<file path="config.mk">
export PLATFORM = sky130hd
export DESIGN_NAME = tcp_timer
export DESIGN_NICKNAME = d
export VERILOG_FILES = /design/src/tcp_pkg.sv /design/src/tcp_counter.sv /design/src/tcp_timer.sv
export SDC_FILE = /design/constraint.sdc
export NUM_CORES = 1
export LEC_CHECK = 0
export ABC_AREA = 1
export BUFFER_PORTS_ARGS = -buffer_cell sky130_fd_sc_hd__buf_2
export CAP_MARGIN = 10
export CORE_MARGIN = 2
export CORE_UTILIZATION = 50
export CTS_CLUSTER_DIAMETER = 80
export DETAILED_ROUTE_END_ITERATION = 10
export GPL_TIMING_DRIVEN = 0
export HOLD_SLACK_MARGIN = 0.05
export PLACE_DENSITY = 0.72
export REMOVE_ABC_BUFFERS = 1
export SKIP_LAST_GASP = 1
export SYNTH_ARGS = -nofsm -noshare
export SYNTH_HDL_FRONTEND = slang
export SYNTH_SLANG_ARGS = --single-unit
export TNS_END_PERCENT = 1
</file>
<file path="constraint.sdc">
create_clock -name CORE_CLK -period 2.9 [get_ports CORE_CLK]
set_input_delay 0.29 -clock CORE_CLK [delete_from_list [all_inputs] [get_ports CORE_CLK]]
set_output_delay 0.29 -clock CORE_CLK [all_outputs]
set_load 0.05 [all_outputs]
</file>
<file path="src/tcp_pkg.sv">
// Shared constants, modes and bus carrier types of the timer compare/PWM block
`default_nettype none
package tcp_pkg;
   localparam int unsigned CNT_W = 16;
   localparam int unsigned PER_W = 8;
   localparam int unsigned ADDR_W = 8;

   localparam logic [ADDR_W-1:0] OFS_CTRL0 = 8'h00;
   localparam logic [ADDR_W-1:0] OFS_CTRL1 = 8'h04;
   localparam logic [ADDR_W-1:0] OFS_COUNT = 8'h08;
   localparam logic [ADDR_W-1:0] OFS_CMPA = 8'h0C;
   localparam logic [ADDR_W-1:0] OFS_PERIOD = 8'h10;
   localparam logic [ADDR_W-1:0] OFS_FLAGS = 8'h14;

   // Control register 0 fields
   localparam int unsigned PAUSE_BIT = 7;
   localparam int unsigned CLKSEL_LSB = 4;
   localparam int unsigned RUN_BIT = 3;
   localparam logic [7:0] CTRL0_WMASK = 8'hF8;
   // Control register 1 (timer_control_one) fields
   localparam int unsigned MODE_LSB = 6;
   localparam int unsigned PIN_ACT_LSB = 4;
   localparam int unsigned INIT_LVL_BIT = 3;
   localparam int unsigned INVERT_BIT = 2;
   localparam int unsigned SWAP_BIT = 1;
   localparam int unsigned CLR_SEL_BIT = 0;
   // Flag register fields
   localparam int unsigned FLAG_A_BIT = 0;
   localparam int unsigned FLAG_P_BIT = 1;

   localparam logic [7:0] CTRL0_RST = 8'h00;
   localparam logic [7:0] CTRL1_RST = 8'h00;
   localparam logic [CNT_W-1:0] CMPA_RST = 16'h0000;
   localparam logic [PER_W-1:0] PERIOD_RST = 8'h00;

   typedef enum logic [1:0] {MODE_CMP, MODE_CAP, MODE_PWM, MODE_TMR} tcp_mode_t;

   // Pin action, compare-match meaning
   localparam logic [1:0] ACT_NONE = 2'h0;
   localparam logic [1:0] ACT_LOW = 2'h1;
   localparam logic [1:0] ACT_HIGH = 2'h2;
   localparam logic [1:0] ACT_TOGGLE = 2'h3;
   // Pin action, PWM meaning
   localparam logic [1:0] ACT_INACTIVE = 2'h0;
   localparam logic [1:0] ACT_ACTIVE = 2'h1;
   localparam logic [1:0] ACT_PWM = 2'h2;

   // Timer clock select and prescaler masks
   localparam logic [2:0] CLK_DIV4 = 3'h0;
   localparam logic [2:0] CLK_DIV1 = 3'h1;
   localparam logic [2:0] CLK_DIV16 = 3'h2;
   localparam logic [2:0] CLK_DIV64 = 3'h3;
   localparam logic [5:0] MASK_DIV1 = 6'h00;
   localparam logic [5:0] MASK_DIV4 = 6'h03;
   localparam logic [5:0] MASK_DIV16 = 6'h0F;
   localparam logic [5:0] MASK_DIV64 = 6'h3F;

   localparam logic [1:0] RESP_OKAY = 2'h0;
   localparam logic [1:0] RESP_SLVERR = 2'h2;

   typedef struct packed {
      logic awvalid;
      logic [ADDR_W-1:0] awaddr;
      logic wvalid;
      logic [31:0] wdata;
      logic [3:0] wstrb;
      logic bready;
      logic arvalid;
      logic [ADDR_W-1:0] araddr;
      logic rready;
   } tcp_axi_req_t;

   typedef struct packed {
      logic awready;
      logic wready;
      logic bvalid;
      logic [1:0] bresp;
      logic arready;
      logic rvalid;
      logic [31:0] rdata;
      logic [1:0] rresp;
   } tcp_axi_rsp_t;
endpackage
`default_nettype wire

</file>
<file path="src/tcp_counter.sv">
// Up-counter with comparator A (16 bit) and comparator P (upper byte)
`default_nettype none
module tcp_counter
   import tcp_pkg::*;
#(
   parameter int unsigned CW = CNT_W,
   parameter int unsigned PW = PER_W
)
(
   input wire logic clk,
   input wire logic rst_n,
   input wire logic run_rise,
   input wire logic step,
   input wire logic clr_on_a,
   input wire logic clr_on_p,
   input wire logic [CW-1:0] cmp_a,
   input wire logic [PW-1:0] period,
   output logic [CW-1:0] count,
   output logic a_hit,
   output logic p_hit
);
   typedef struct packed {
      logic [CW-1:0] count;
   } tcp_cnt_state_t;

   tcp_cnt_state_t st_r;
   tcp_cnt_state_t st_nxt;
   logic [CW-1:0] inc;

   always_comb
   begin
      inc = st_r.count + CW'(1);
      a_hit = step && (inc == cmp_a);
      // Zero period: the match falls on the wrap, giving a full 65536 count span
      if (period == '0)
      begin
         p_hit = step && (st_r.count == '1);
      end
      else
      begin
         p_hit = step && (inc[CW-1 -: PW] == period) && (inc[CW-PW-1:0] == '0);
      end
      st_nxt = st_r;
      if (run_rise)
      begin
         st_nxt.count = '0;
      end
      else if (step)
      begin
         if ((a_hit && clr_on_a) || (p_hit && clr_on_p))
         begin
            st_nxt.count = '0;
         end
         else
         begin
            st_nxt.count = inc;
         end
      end
   end

   always_ff @(posedge clk)
   begin
      if (!rst_n)
      begin
         st_r <= '0;
      end
      else
      begin
         st_r <= st_nxt;
      end
   end

   assign count = st_r.count;
endmodule
`default_nettype wire

</file>
<file path="src/tcp_timer.sv">
// Timer compare/PWM unit with AXI4-Lite register access
// Functional notes
// Invert bit reverses the output pin; no effect in timer/counter mode.
// Swap 0: P sets PWM period, A duty; swap 1: the reverse.
// Clear select 1 clears on A match; 0 clears on P match or overflow.
// Overflow clearing only with period value zero, giving 65536 clocks.
// Clear select is ignored in PWM, single pulse and capture modes.
// Period value compares counter bits 15..8; N gives N times 256 clocks.
// Mode 00 compare, 11 timer/counter, 10 PWM with pin action 10.
// Compare mode, clear select 0: both match flags set on their matches.
// Compare mode, clear select 1: only flag A; flag P never set.
// Software must not set compare A to zero in compare mode.
// Compare mode: pin changes only on A match, never on P match.
// A match drives pin high, low or toggles per action; zero does nothing.
// Each run bit rising edge forces the pin to the initial level.
// Timer/counter mode behaves as compare mode but leaves the pin undriven.
// PWM: period comparator clears counter; the other sets duty.
// PWM: flag A on A match, flag P on P match.
// PWM: initial bit sets polarity, action enables/forces, invert reverses.
// Compare pin action: 00 none, 01 low, 10 high, 11 toggle.
// Run rising edge zeroes counter; falling edge holds the count.
// PWM action: 00 inactive, 01 active, 10 waveform, 11 single pulse (11 only drives the inactive level here).
// Counter steps on each timer tick while running and not paused.
// PWM output active from period clear until duty match, then inactive.
//
// Chosen here: the placing of the registers and register access over AXI4-Lite.
`default_nettype none
module tcp_timer
   import tcp_pkg::*;
(
   input wire logic CORE_CLK,
   input wire logic RST_N,
   input wire tcp_axi_req_t AXI_REQ,
   output tcp_axi_rsp_t AXI_RSP,
   input wire logic TICK_EXT,
   output logic TMR_OUT,
   output logic TMR_OUT_OE
);
   typedef struct packed {
      logic [7:0] ctrl0;
      logic [7:0] ctrl1;
      logic [CNT_W-1:0] cmpa;
      logic [PER_W-1:0] period;
      logic flag_a;
      logic flag_p;
      logic run_d;
      logic [5:0] presc;
      logic out_lvl;
      logic pwm_act;
      logic pin;
      logic pin_oe;
      logic aw_held;
      logic [ADDR_W-1:0] awaddr;
      logic w_held;
      logic [31:0] wdata;
      logic [3:0] wstrb;
      logic bvalid;
      logic [1:0] bresp;
      logic rvalid;
      logic [31:0] rdata;
      logic [1:0] rresp;
   } tcp_state_t;

   tcp_state_t st_r;
   tcp_state_t st_nxt;

   logic [CNT_W-1:0] count;
   logic a_hit;
   logic p_hit;
   logic run;
   logic run_rise;
   logic tick;
   logic step;
   logic clr_on_a;
   logic clr_on_p;
   tcp_mode_t mode;
   logic [1:0] act;
   logic init_lvl;
   logic swap;
   logic clr_sel;
   logic period_hit;
   logic duty_hit;
   logic set_p;
   logic aw_go;
   logic w_go;
   logic ar_go;
   logic do_wr;
   logic [ADDR_W-1:0] wr_addr;
   logic [31:0] wr_data;
   logic [3:0] wr_strb;
   logic [1:0] clr_flags;
   logic lvl;

   function automatic logic [7:0] wr_byte(input logic [7:0] old, input logic [31:0] data,
                                          input logic [3:0] strb, input int unsigned lane);
      logic [7:0] res;
      res = strb[lane] ? data[lane*8 +: 8] : old;
      return res;
   endfunction

   function automatic logic [5:0] presc_mask(input logic [2:0] sel);
      logic [5:0] m;
      case (sel)
         CLK_DIV1: m = MASK_DIV1;
         CLK_DIV4: m = MASK_DIV4;
         CLK_DIV16: m = MASK_DIV16;
         CLK_DIV64: m = MASK_DIV64;
         default: m = MASK_DIV1;
      endcase
      return m;
   endfunction

   tcp_counter #(
      .CW(CNT_W),
      .PW(PER_W)
   ) u_counter (
      .clk(CORE_CLK),
      .rst_n(RST_N),
      .run_rise(run_rise),
      .step(step),
      .clr_on_a(clr_on_a),
      .clr_on_p(clr_on_p),
      .cmp_a(st_r.cmpa),
      .period(st_r.period),
      .count(count),
      .a_hit(a_hit),
      .p_hit(p_hit)
   );

   always_comb
   begin
      mode = tcp_mode_t'(st_r.ctrl1[MODE_LSB +: 2]);
      act = st_r.ctrl1[PIN_ACT_LSB +: 2];
      init_lvl = st_r.ctrl1[INIT_LVL_BIT];
      swap = st_r.ctrl1[SWAP_BIT];
      clr_sel = st_r.ctrl1[CLR_SEL_BIT];
      run = st_r.ctrl0[RUN_BIT];
      run_rise = run && !st_r.run_d;
      // Upper select codes use the external tick, taken as a one-cycle synchronous pulse
      if (st_r.ctrl0[CLKSEL_LSB + 2])
      begin
         tick = TICK_EXT;
      end
      else
      begin
         tick = (st_r.presc & presc_mask(st_r.ctrl0[CLKSEL_LSB +: 3]))
                == presc_mask(st_r.ctrl0[CLKSEL_LSB +: 3]);
      end
      step = run && !st_r.ctrl0[PAUSE_BIT] && tick && !run_rise;
      if (mode == MODE_PWM)
      begin
         clr_on_a = swap;
      end
      else
      begin
         clr_on_a = clr_sel && (mode != MODE_CAP);
      end
      clr_on_p = !clr_on_a;
      period_hit = swap ? a_hit : p_hit;
      duty_hit = swap ? p_hit : a_hit;
      // Clear select 1 in compare or timer mode never raises flag P
      set_p = p_hit && !(clr_sel && (mode == MODE_CMP || mode == MODE_TMR));
   end

   always_comb
   begin
      aw_go = AXI_REQ.awvalid && !st_r.aw_held && !st_r.bvalid;
      w_go = AXI_REQ.wvalid && !st_r.w_held && !st_r.bvalid;
      ar_go = AXI_REQ.arvalid && !st_r.rvalid;
      wr_addr = st_r.aw_held ? st_r.awaddr : AXI_REQ.awaddr;
      wr_data = st_r.w_held ? st_r.wdata : AXI_REQ.wdata;
      wr_strb = st_r.w_held ? st_r.wstrb : AXI_REQ.wstrb;
      do_wr = (st_r.aw_held || aw_go) && (st_r.w_held || w_go);
      clr_flags = '0;

      st_nxt = st_r;
      st_nxt.run_d = run;
      st_nxt.presc = st_r.presc + 6'h01;

      // Write channel: address and data may arrive in either order
      if (aw_go)
      begin
         st_nxt.aw_held = 1'b1;
         st_nxt.awaddr = AXI_REQ.awaddr;
      end
      if (w_go)
      begin
         st_nxt.w_held = 1'b1;
         st_nxt.wdata = AXI_REQ.wdata;
         st_nxt.wstrb = AXI_REQ.wstrb;
      end
      if (do_wr)
      begin
         st_nxt.aw_held = 1'b0;
         st_nxt.w_held = 1'b0;
         st_nxt.bvalid = 1'b1;
         st_nxt.bresp = RESP_OKAY;
         case (wr_addr)
            OFS_CTRL0:
            begin
               st_nxt.ctrl0 = wr_byte(st_r.ctrl0, wr_data, wr_strb, 0) & CTRL0_WMASK;
            end
            OFS_CTRL1:
            begin
               st_nxt.ctrl1 = wr_byte(st_r.ctrl1, wr_data, wr_strb, 0);
            end
            OFS_CMPA:
            begin
               st_nxt.cmpa = {wr_byte(st_r.cmpa[15:8], wr_data, wr_strb, 1),
                              wr_byte(st_r.cmpa[7:0], wr_data, wr_strb, 0)};
            end
            OFS_PERIOD:
            begin
               st_nxt.period = wr_byte(st_r.period, wr_data, wr_strb, 0);
            end
            OFS_FLAGS:
            begin
               if (wr_strb[0])
               begin
                  clr_flags = wr_data[FLAG_P_BIT:FLAG_A_BIT];
               end
            end
            OFS_COUNT:
            begin
               st_nxt.bresp = RESP_OKAY;
            end
            default:
            begin
               st_nxt.bresp = RESP_SLVERR;
            end
         endcase
      end
      if (st_r.bvalid && AXI_REQ.bready)
      begin
         st_nxt.bvalid = 1'b0;
      end

      // Read channel: one cycle from address to data
      if (ar_go)
      begin
         st_nxt.rvalid = 1'b1;
         st_nxt.rresp = RESP_OKAY;
         st_nxt.rdata = '0;
         case (AXI_REQ.araddr)
            OFS_CTRL0: st_nxt.rdata[7:0] = st_r.ctrl0;
            OFS_CTRL1: st_nxt.rdata[7:0] = st_r.ctrl1;
            OFS_COUNT: st_nxt.rdata[CNT_W-1:0] = count;
            OFS_CMPA: st_nxt.rdata[CNT_W-1:0] = st_r.cmpa;
            OFS_PERIOD: st_nxt.rdata[PER_W-1:0] = st_r.period;
            OFS_FLAGS:
            begin
               st_nxt.rdata[FLAG_A_BIT] = st_r.flag_a;
               st_nxt.rdata[FLAG_P_BIT] = st_r.flag_p;
            end
            default: st_nxt.rresp = RESP_SLVERR;
         endcase
      end
      else if (st_r.rvalid && AXI_REQ.rready)
      begin
         st_nxt.rvalid = 1'b0;
      end

      // Write-one-to-clear; a match in the same cycle keeps the flag set
      st_nxt.flag_a = (st_r.flag_a && !clr_flags[FLAG_A_BIT]) || a_hit;
      st_nxt.flag_p = (st_r.flag_p && !clr_flags[FLAG_P_BIT]) || set_p;

      // Compare-match output level; the run rising edge overrides a match
      if (run_rise)
      begin
         st_nxt.out_lvl = init_lvl;
      end
      else if (a_hit && mode == MODE_CMP)
      begin
         case (act)
            ACT_LOW: st_nxt.out_lvl = 1'b0;
            ACT_HIGH: st_nxt.out_lvl = 1'b1;
            ACT_TOGGLE: st_nxt.out_lvl = !st_r.out_lvl;
            default: st_nxt.out_lvl = st_r.out_lvl;
         endcase
      end

      // PWM phase keeps running even while the pin is forced
      if (run_rise || period_hit)
      begin
         st_nxt.pwm_act = 1'b1;
      end
      else if (duty_hit)
      begin
         st_nxt.pwm_act = 1'b0;
      end

      // Registered pin; duty at or above period yields a full active cycle
      lvl = 1'b0;
      case (mode)
         MODE_CMP:
         begin
            lvl = st_nxt.out_lvl;
            st_nxt.pin_oe = 1'b1;
         end
         MODE_PWM:
         begin
            case (act)
               ACT_INACTIVE: lvl = !init_lvl;
               ACT_ACTIVE: lvl = init_lvl;
               ACT_PWM: lvl = st_nxt.pwm_act ? init_lvl : !init_lvl;
               default: lvl = !init_lvl;
            endcase
            st_nxt.pin_oe = 1'b1;
         end
         default:
         begin
            st_nxt.pin_oe = 1'b0;
         end
      endcase
      st_nxt.pin = st_nxt.pin_oe && (lvl ^ st_r.ctrl1[INVERT_BIT]);
   end

   always_ff @(posedge CORE_CLK)
   begin
      if (!RST_N)
      begin
         st_r <= '0;
         st_r.ctrl0 <= CTRL0_RST;
         st_r.ctrl1 <= CTRL1_RST;
         st_r.cmpa <= CMPA_RST;
         st_r.period <= PERIOD_RST;
      end
      else
      begin
         st_r <= st_nxt;
      end
   end

   always_comb
   begin
      AXI_RSP.awready = !st_r.aw_held && !st_r.bvalid;
      AXI_RSP.wready = !st_r.w_held && !st_r.bvalid;
      AXI_RSP.bvalid = st_r.bvalid;
      AXI_RSP.bresp = st_r.bresp;
      AXI_RSP.arready = !st_r.rvalid;
      AXI_RSP.rvalid = st_r.rvalid;
      AXI_RSP.rdata = st_r.rdata;
      AXI_RSP.rresp = st_r.rresp;
   end

   assign TMR_OUT = st_r.pin;
   assign TMR_OUT_OE = st_r.pin_oe;
endmodule
`default_nettype wire

</file>
==> impl_summary.txt <==
----------------------------------------------------
[Run status]
  Run status ... completed

[Power and ir drop]
  Clock network fraction of total power ... 45.8%
  Leak pwr ... 3.09 nW
  Comb power frac ... 13.9%
  Maximum VDD drop ... 0.486 mV
  Power per cell area ... 602 nW/um^2
  Sequential fraction of design power ... 40.3%
  Design internal power ... 3.07 mW
  Power, Total ... 4.34 mW
  Switching pwr ... 1.27 mW
  Net Sw Frac ... 29.2%

[Placement]
  Placement-stage worst setup slack ... -660 ps
  GP Congestion ... 0.948
  DP Wirelength ... 11.3 mm
  Area after DPL ... 6450 um^2
  Placed cells ... 1092
  Quantity of I/O buffers inserted on ports ... 66

[Floorplan]
  Effective utilization at floorplan ... 51.8%
  Cell row count ... 40
  Boundary pin count ... 103
  Die extent in y ... 116 um
  Die Wd ... 116 um
  Std-Cell Core Area ... 12100 um^2
  Die area ... 13400 um^2

[Drt]
  Routed wire length ... 16.2 mm
  Post-route antenna net violation count ... 0
  Number of optimization iterations in the first detailed-route pass ... 5
  Detail-routed via count per cell ... 5.29
  Post-detailed-route DRC marker count ... 0
  Per-cell routed wire length ... 14.3 um
  Vias ... 6015
  Starting DRC count in detailed routing ... 406

[Yosys]
  Sequential element share of the synthesized area ... 36.4%
  Dominant combinational cell family by area after synthesis ... simple AND/OR/NAND/NOR gates
  Synth Flop Type ... sky130_fd_sc_hd__dfxtp_1
  Top area cells in the synthesized netlist ... sky130_fd_sc_hd__dfxtp_1 (36%), sky130_fd_sc_hd__nand2_1 (9.3%), sky130_fd_sc_hd__a21oi_1 (7.7%)
  Fraction of the mapped netlist area in compound gates ... 22.0%
  Fraction of post-synthesis cell area in the top cell type by area ... 36.4%
  Post-synthesis cell count ... 910
  Cell area after synthesis ... 6270 um^2
  Flop and latch count out of synthesis ... 114
  Syn. warnings ... 0
  Syn avg cell area ... 6.89 um^2
  Number of enable flip-flop cells after synthesis ... 0
  Async set or reset register ratio after synthesis ... 0%
  Library cell with the largest summed area after synthesis ... sky130_fd_sc_hd__dfxtp_1
  Mux contribution to synthesized area ... 0.160%
  Post-synthesis adder-cell area fraction ... 1.40%
  Count of unique library cells instantiated by Yosys ... 44
  Simple-Gate Fraction of Synth Area ... 25.0%
  XOR/XNOR Fraction of Synth Area ... 0.279%

[Timing]
  Setup ws final ... 176 ps
  Worst slack on hold paths ... 108 ps
  RSZ-0062 raised after global routing ... true
  Max Fclk ... 367 MHz
  Final hold viol count ... 0
  Pins over their slew limit ... 0
  Tightest Pin Transition ... 839 ps
  Post-layout minimum cycle time ... 2720 ps
  Total Negative Setup Slacks ... 0 ps
  Final worst-path cycle share ... 93.9%
  Worst clock skew ... 16.1 ps
  Number of endpoints failing setup at the final stage ... 0
  Relative slew slack ... 43.5%

[Finish]
  Utilization of the core after routing ... 59.5%
  NumNets Final ... 1023
  Area used by multi-input combinational logic ... 3170 um^2
  Fraction of final layout cells sized beyond drive strength 1 ... 15.6%
  Most common library cell in the layout ignoring fill and taps ... sky130_fd_sc_hd__nand2_1
  Non-Filler Cell Area, Final ... 7200 um^2
  Area Growth Syn to Fin ... 14.9%
  Count of placed standard cells in the final layout, fillers left out ... 1137
  Antenna Cells ... 0
  Area taken by flip-flops and latches ... 2290 um^2
  Number of fillers in the final layout ... 1205
  Commonest cells after routing, fill and taps aside ... sky130_fd_sc_hd__nand2_1 (153), sky130_fd_sc_hd__inv_1 (127), sky130_fd_sc_hd__dfxtp_1 (111)

[Hold path]
  Source of the worst hold timing path ... AXI_REQ[17]
  HP Class ... input port to register

[Job]
  Count of max-cap constraint violations ... 0

[Global routing]
  Wire length of the first global-routing pass ... 26.2 mm
  Number of antenna violations at the first check in global routing ... 0
  Overflow after GRT ... 0
  Gr usage total ... 25.1%
  Maximum number of pins on one net before global-route repair ... 82
  Via count of the first global-routing pass ... 5350

[Clock tree]
  Total number of H-tree levels ... 4
  Clock transition at path regs ... 60 ps
  Number of clock buffers inserted by TritonCTS ... 17
  Clock tree from TritonCTS ... built
  Number of sinks handled by clock tree synthesis ... 114
  Worst-Skew Late Latency ... 430 ps
  Library cell used as clock root buffer ... sky130_fd_sc_hd__clkbuf_16
  Maximum buffer depth of the clock tree ... 2

[Setup path]
  Worst Path Arrival ... 3000 ps
  Class of the most critical setup path ... register to register
  Start of the worst register-to-register path ... u_counter.count[0]$_SDFFE_PP0P_
  Worst-path maximum fanout ... 15
  CP Data Required Time ... 3180 ps
  Crit. Startpoint ... u_counter.count[0]$_SDFFE_PP0P_
  Startpoint Class ... register
  Element type at the critical path end ... register

----------------------------------------------------
-- state kept, by name, summed over array words and instances, names as in the netlist --
register	cells
st_r	69
init_lvl	1
u_counter.count	16
clr_sel	1
run	1
TMR_OUT	1
AXI_RSP	20
act	2
TMR_OUT_OE	1
mode	2
-- final cells by class --
cell class	instances	share of cell area (%)
Multi-Input combinational cell	611	44.0
Sequential cell	114	31.8
Inverter	134	7.14
Clock buffer	22	6.72
Timing Repair Buffer	77	6.25
Tap cell	168	2.92
Clock inverter	10	1.15
Timing Repair inverter	1	0.0695
-- final timing paths --
path,end,slack (ps),cells after the start
worst max-delay path,u_counter.count[7]$_SDFFE_PP0P_,180,17
worst min register to register,st_r[94]$_SDFF_PN0_,450,2
worst min-delay path,st_r[44]$_SDFFE_PN0P_,110,3
worst max register to register,u_counter.count[7]$_SDFFE_PP0P_,180,17
-- critical path, cell delays in order, from the launching register on --
cell	delay, ps
sky130_fd_sc_hd__dfxtp_2	400
sky130_fd_sc_hd__ha_4	190
sky130_fd_sc_hd__nand3_2	140
sky130_fd_sc_hd__nor2_4	250
sky130_fd_sc_hd__nand4_1	180
sky130_fd_sc_hd__nand2_1	170
sky130_fd_sc_hd__inv_1	70
sky130_fd_sc_hd__nand2_1	50
sky130_fd_sc_hd__nand3_1	60
sky130_fd_sc_hd__nor2_1	110
sky130_fd_sc_hd__nand2_1	50
sky130_fd_sc_hd__nand2_1	120
sky130_fd_sc_hd__nand2_1	110
sky130_fd_sc_hd__o21ai_2	200
sky130_fd_sc_hd__clkinvlp_4	140
sky130_fd_sc_hd__buf_12	160
sky130_fd_sc_hd__nand3_1	80
sky130_fd_sc_hd__a21oi_1	70
-- synthesized netlist by cell type (3+ instances only) --
master,count
sky130_fd_sc_hd__nand2_1,155
sky130_fd_sc_hd__inv_1,129
sky130_fd_sc_hd__dfxtp_1,114
sky130_fd_sc_hd__a21oi_1,97
sky130_fd_sc_hd__o21ai_0,93
sky130_fd_sc_hd__nor2_1,68
sky130_fd_sc_hd__nand3_1,64
sky130_fd_sc_hd__buf_4,40
sky130_fd_sc_hd__clkbuf_1,25
sky130_fd_sc_hd__a211oi_1,17
sky130_fd_sc_hd__nand4_1,11
sky130_fd_sc_hd__a221oi_1,9
sky130_fd_sc_hd__nand2_2,9
sky130_fd_sc_hd__o221ai_1,8
sky130_fd_sc_hd__o22ai_1,8
sky130_fd_sc_hd__ha_1,7
sky130_fd_sc_hd__nand3_2,7
sky130_fd_sc_hd__clkinv_1,5
sky130_fd_sc_hd__nor3_1,5
sky130_fd_sc_hd__nor4_1,4
sky130_fd_sc_hd__nor2_2,3
sky130_fd_sc_hd__nor2_8,3
-- what timing repair did --
item,4_1_cts,5_1_grt
endpoints found under the setup margin,52,53
gates cloned,0,2
setup buffers,3,5
pin swaps,1,1
hold buffers,1,0
gates resized for setup,2,12
endpoints found under the hold margin,1,0
-- layer usage --
| metal | wire, um | vias up | track usage, % |
|---|---|---|---|
| li1 | - | 3068 | - |
| met1 | 7350 | 2702 | 33.9 |
| met2 | 7470 | 212 | 38.9 |
| met3 | 1120 | 33 | 5.86 |
| met4 | 304 | 0 | 10.2 |
| met5 | 0 | - | 0 |
-- power groups by stage --
stage | Combinational [mW] | Clock (mW) | Sequential (mW)
2_1_floorplan | 0.343 | 0 | 1.85
3_3_place_gp | 0.578 | 0 | 1.77
3_5_place_dp | 0.585 | 0 | 1.78
4_1_cts | 0.591 | 2.01 | 1.74
5_1_grt | 0.673 | 2.10 | 1.76
6_report | 0.603 | 1.99 | 1.75
-- logic make-up (layout without fill, tap and decap cells) --
family	Yosys count	count (layout)
adder cells (fa/ha/maj)	7	7
flip-flops	114	114
AND/OR/NAND/NOR	338	339
multiplexers	1	1
buffers and inverters	203	244
AO/OA/AOI/OAI	244	244
other	1	18
XOR/XNOR	2	2
Note: power is estimated with default switching activity, not from simulation.
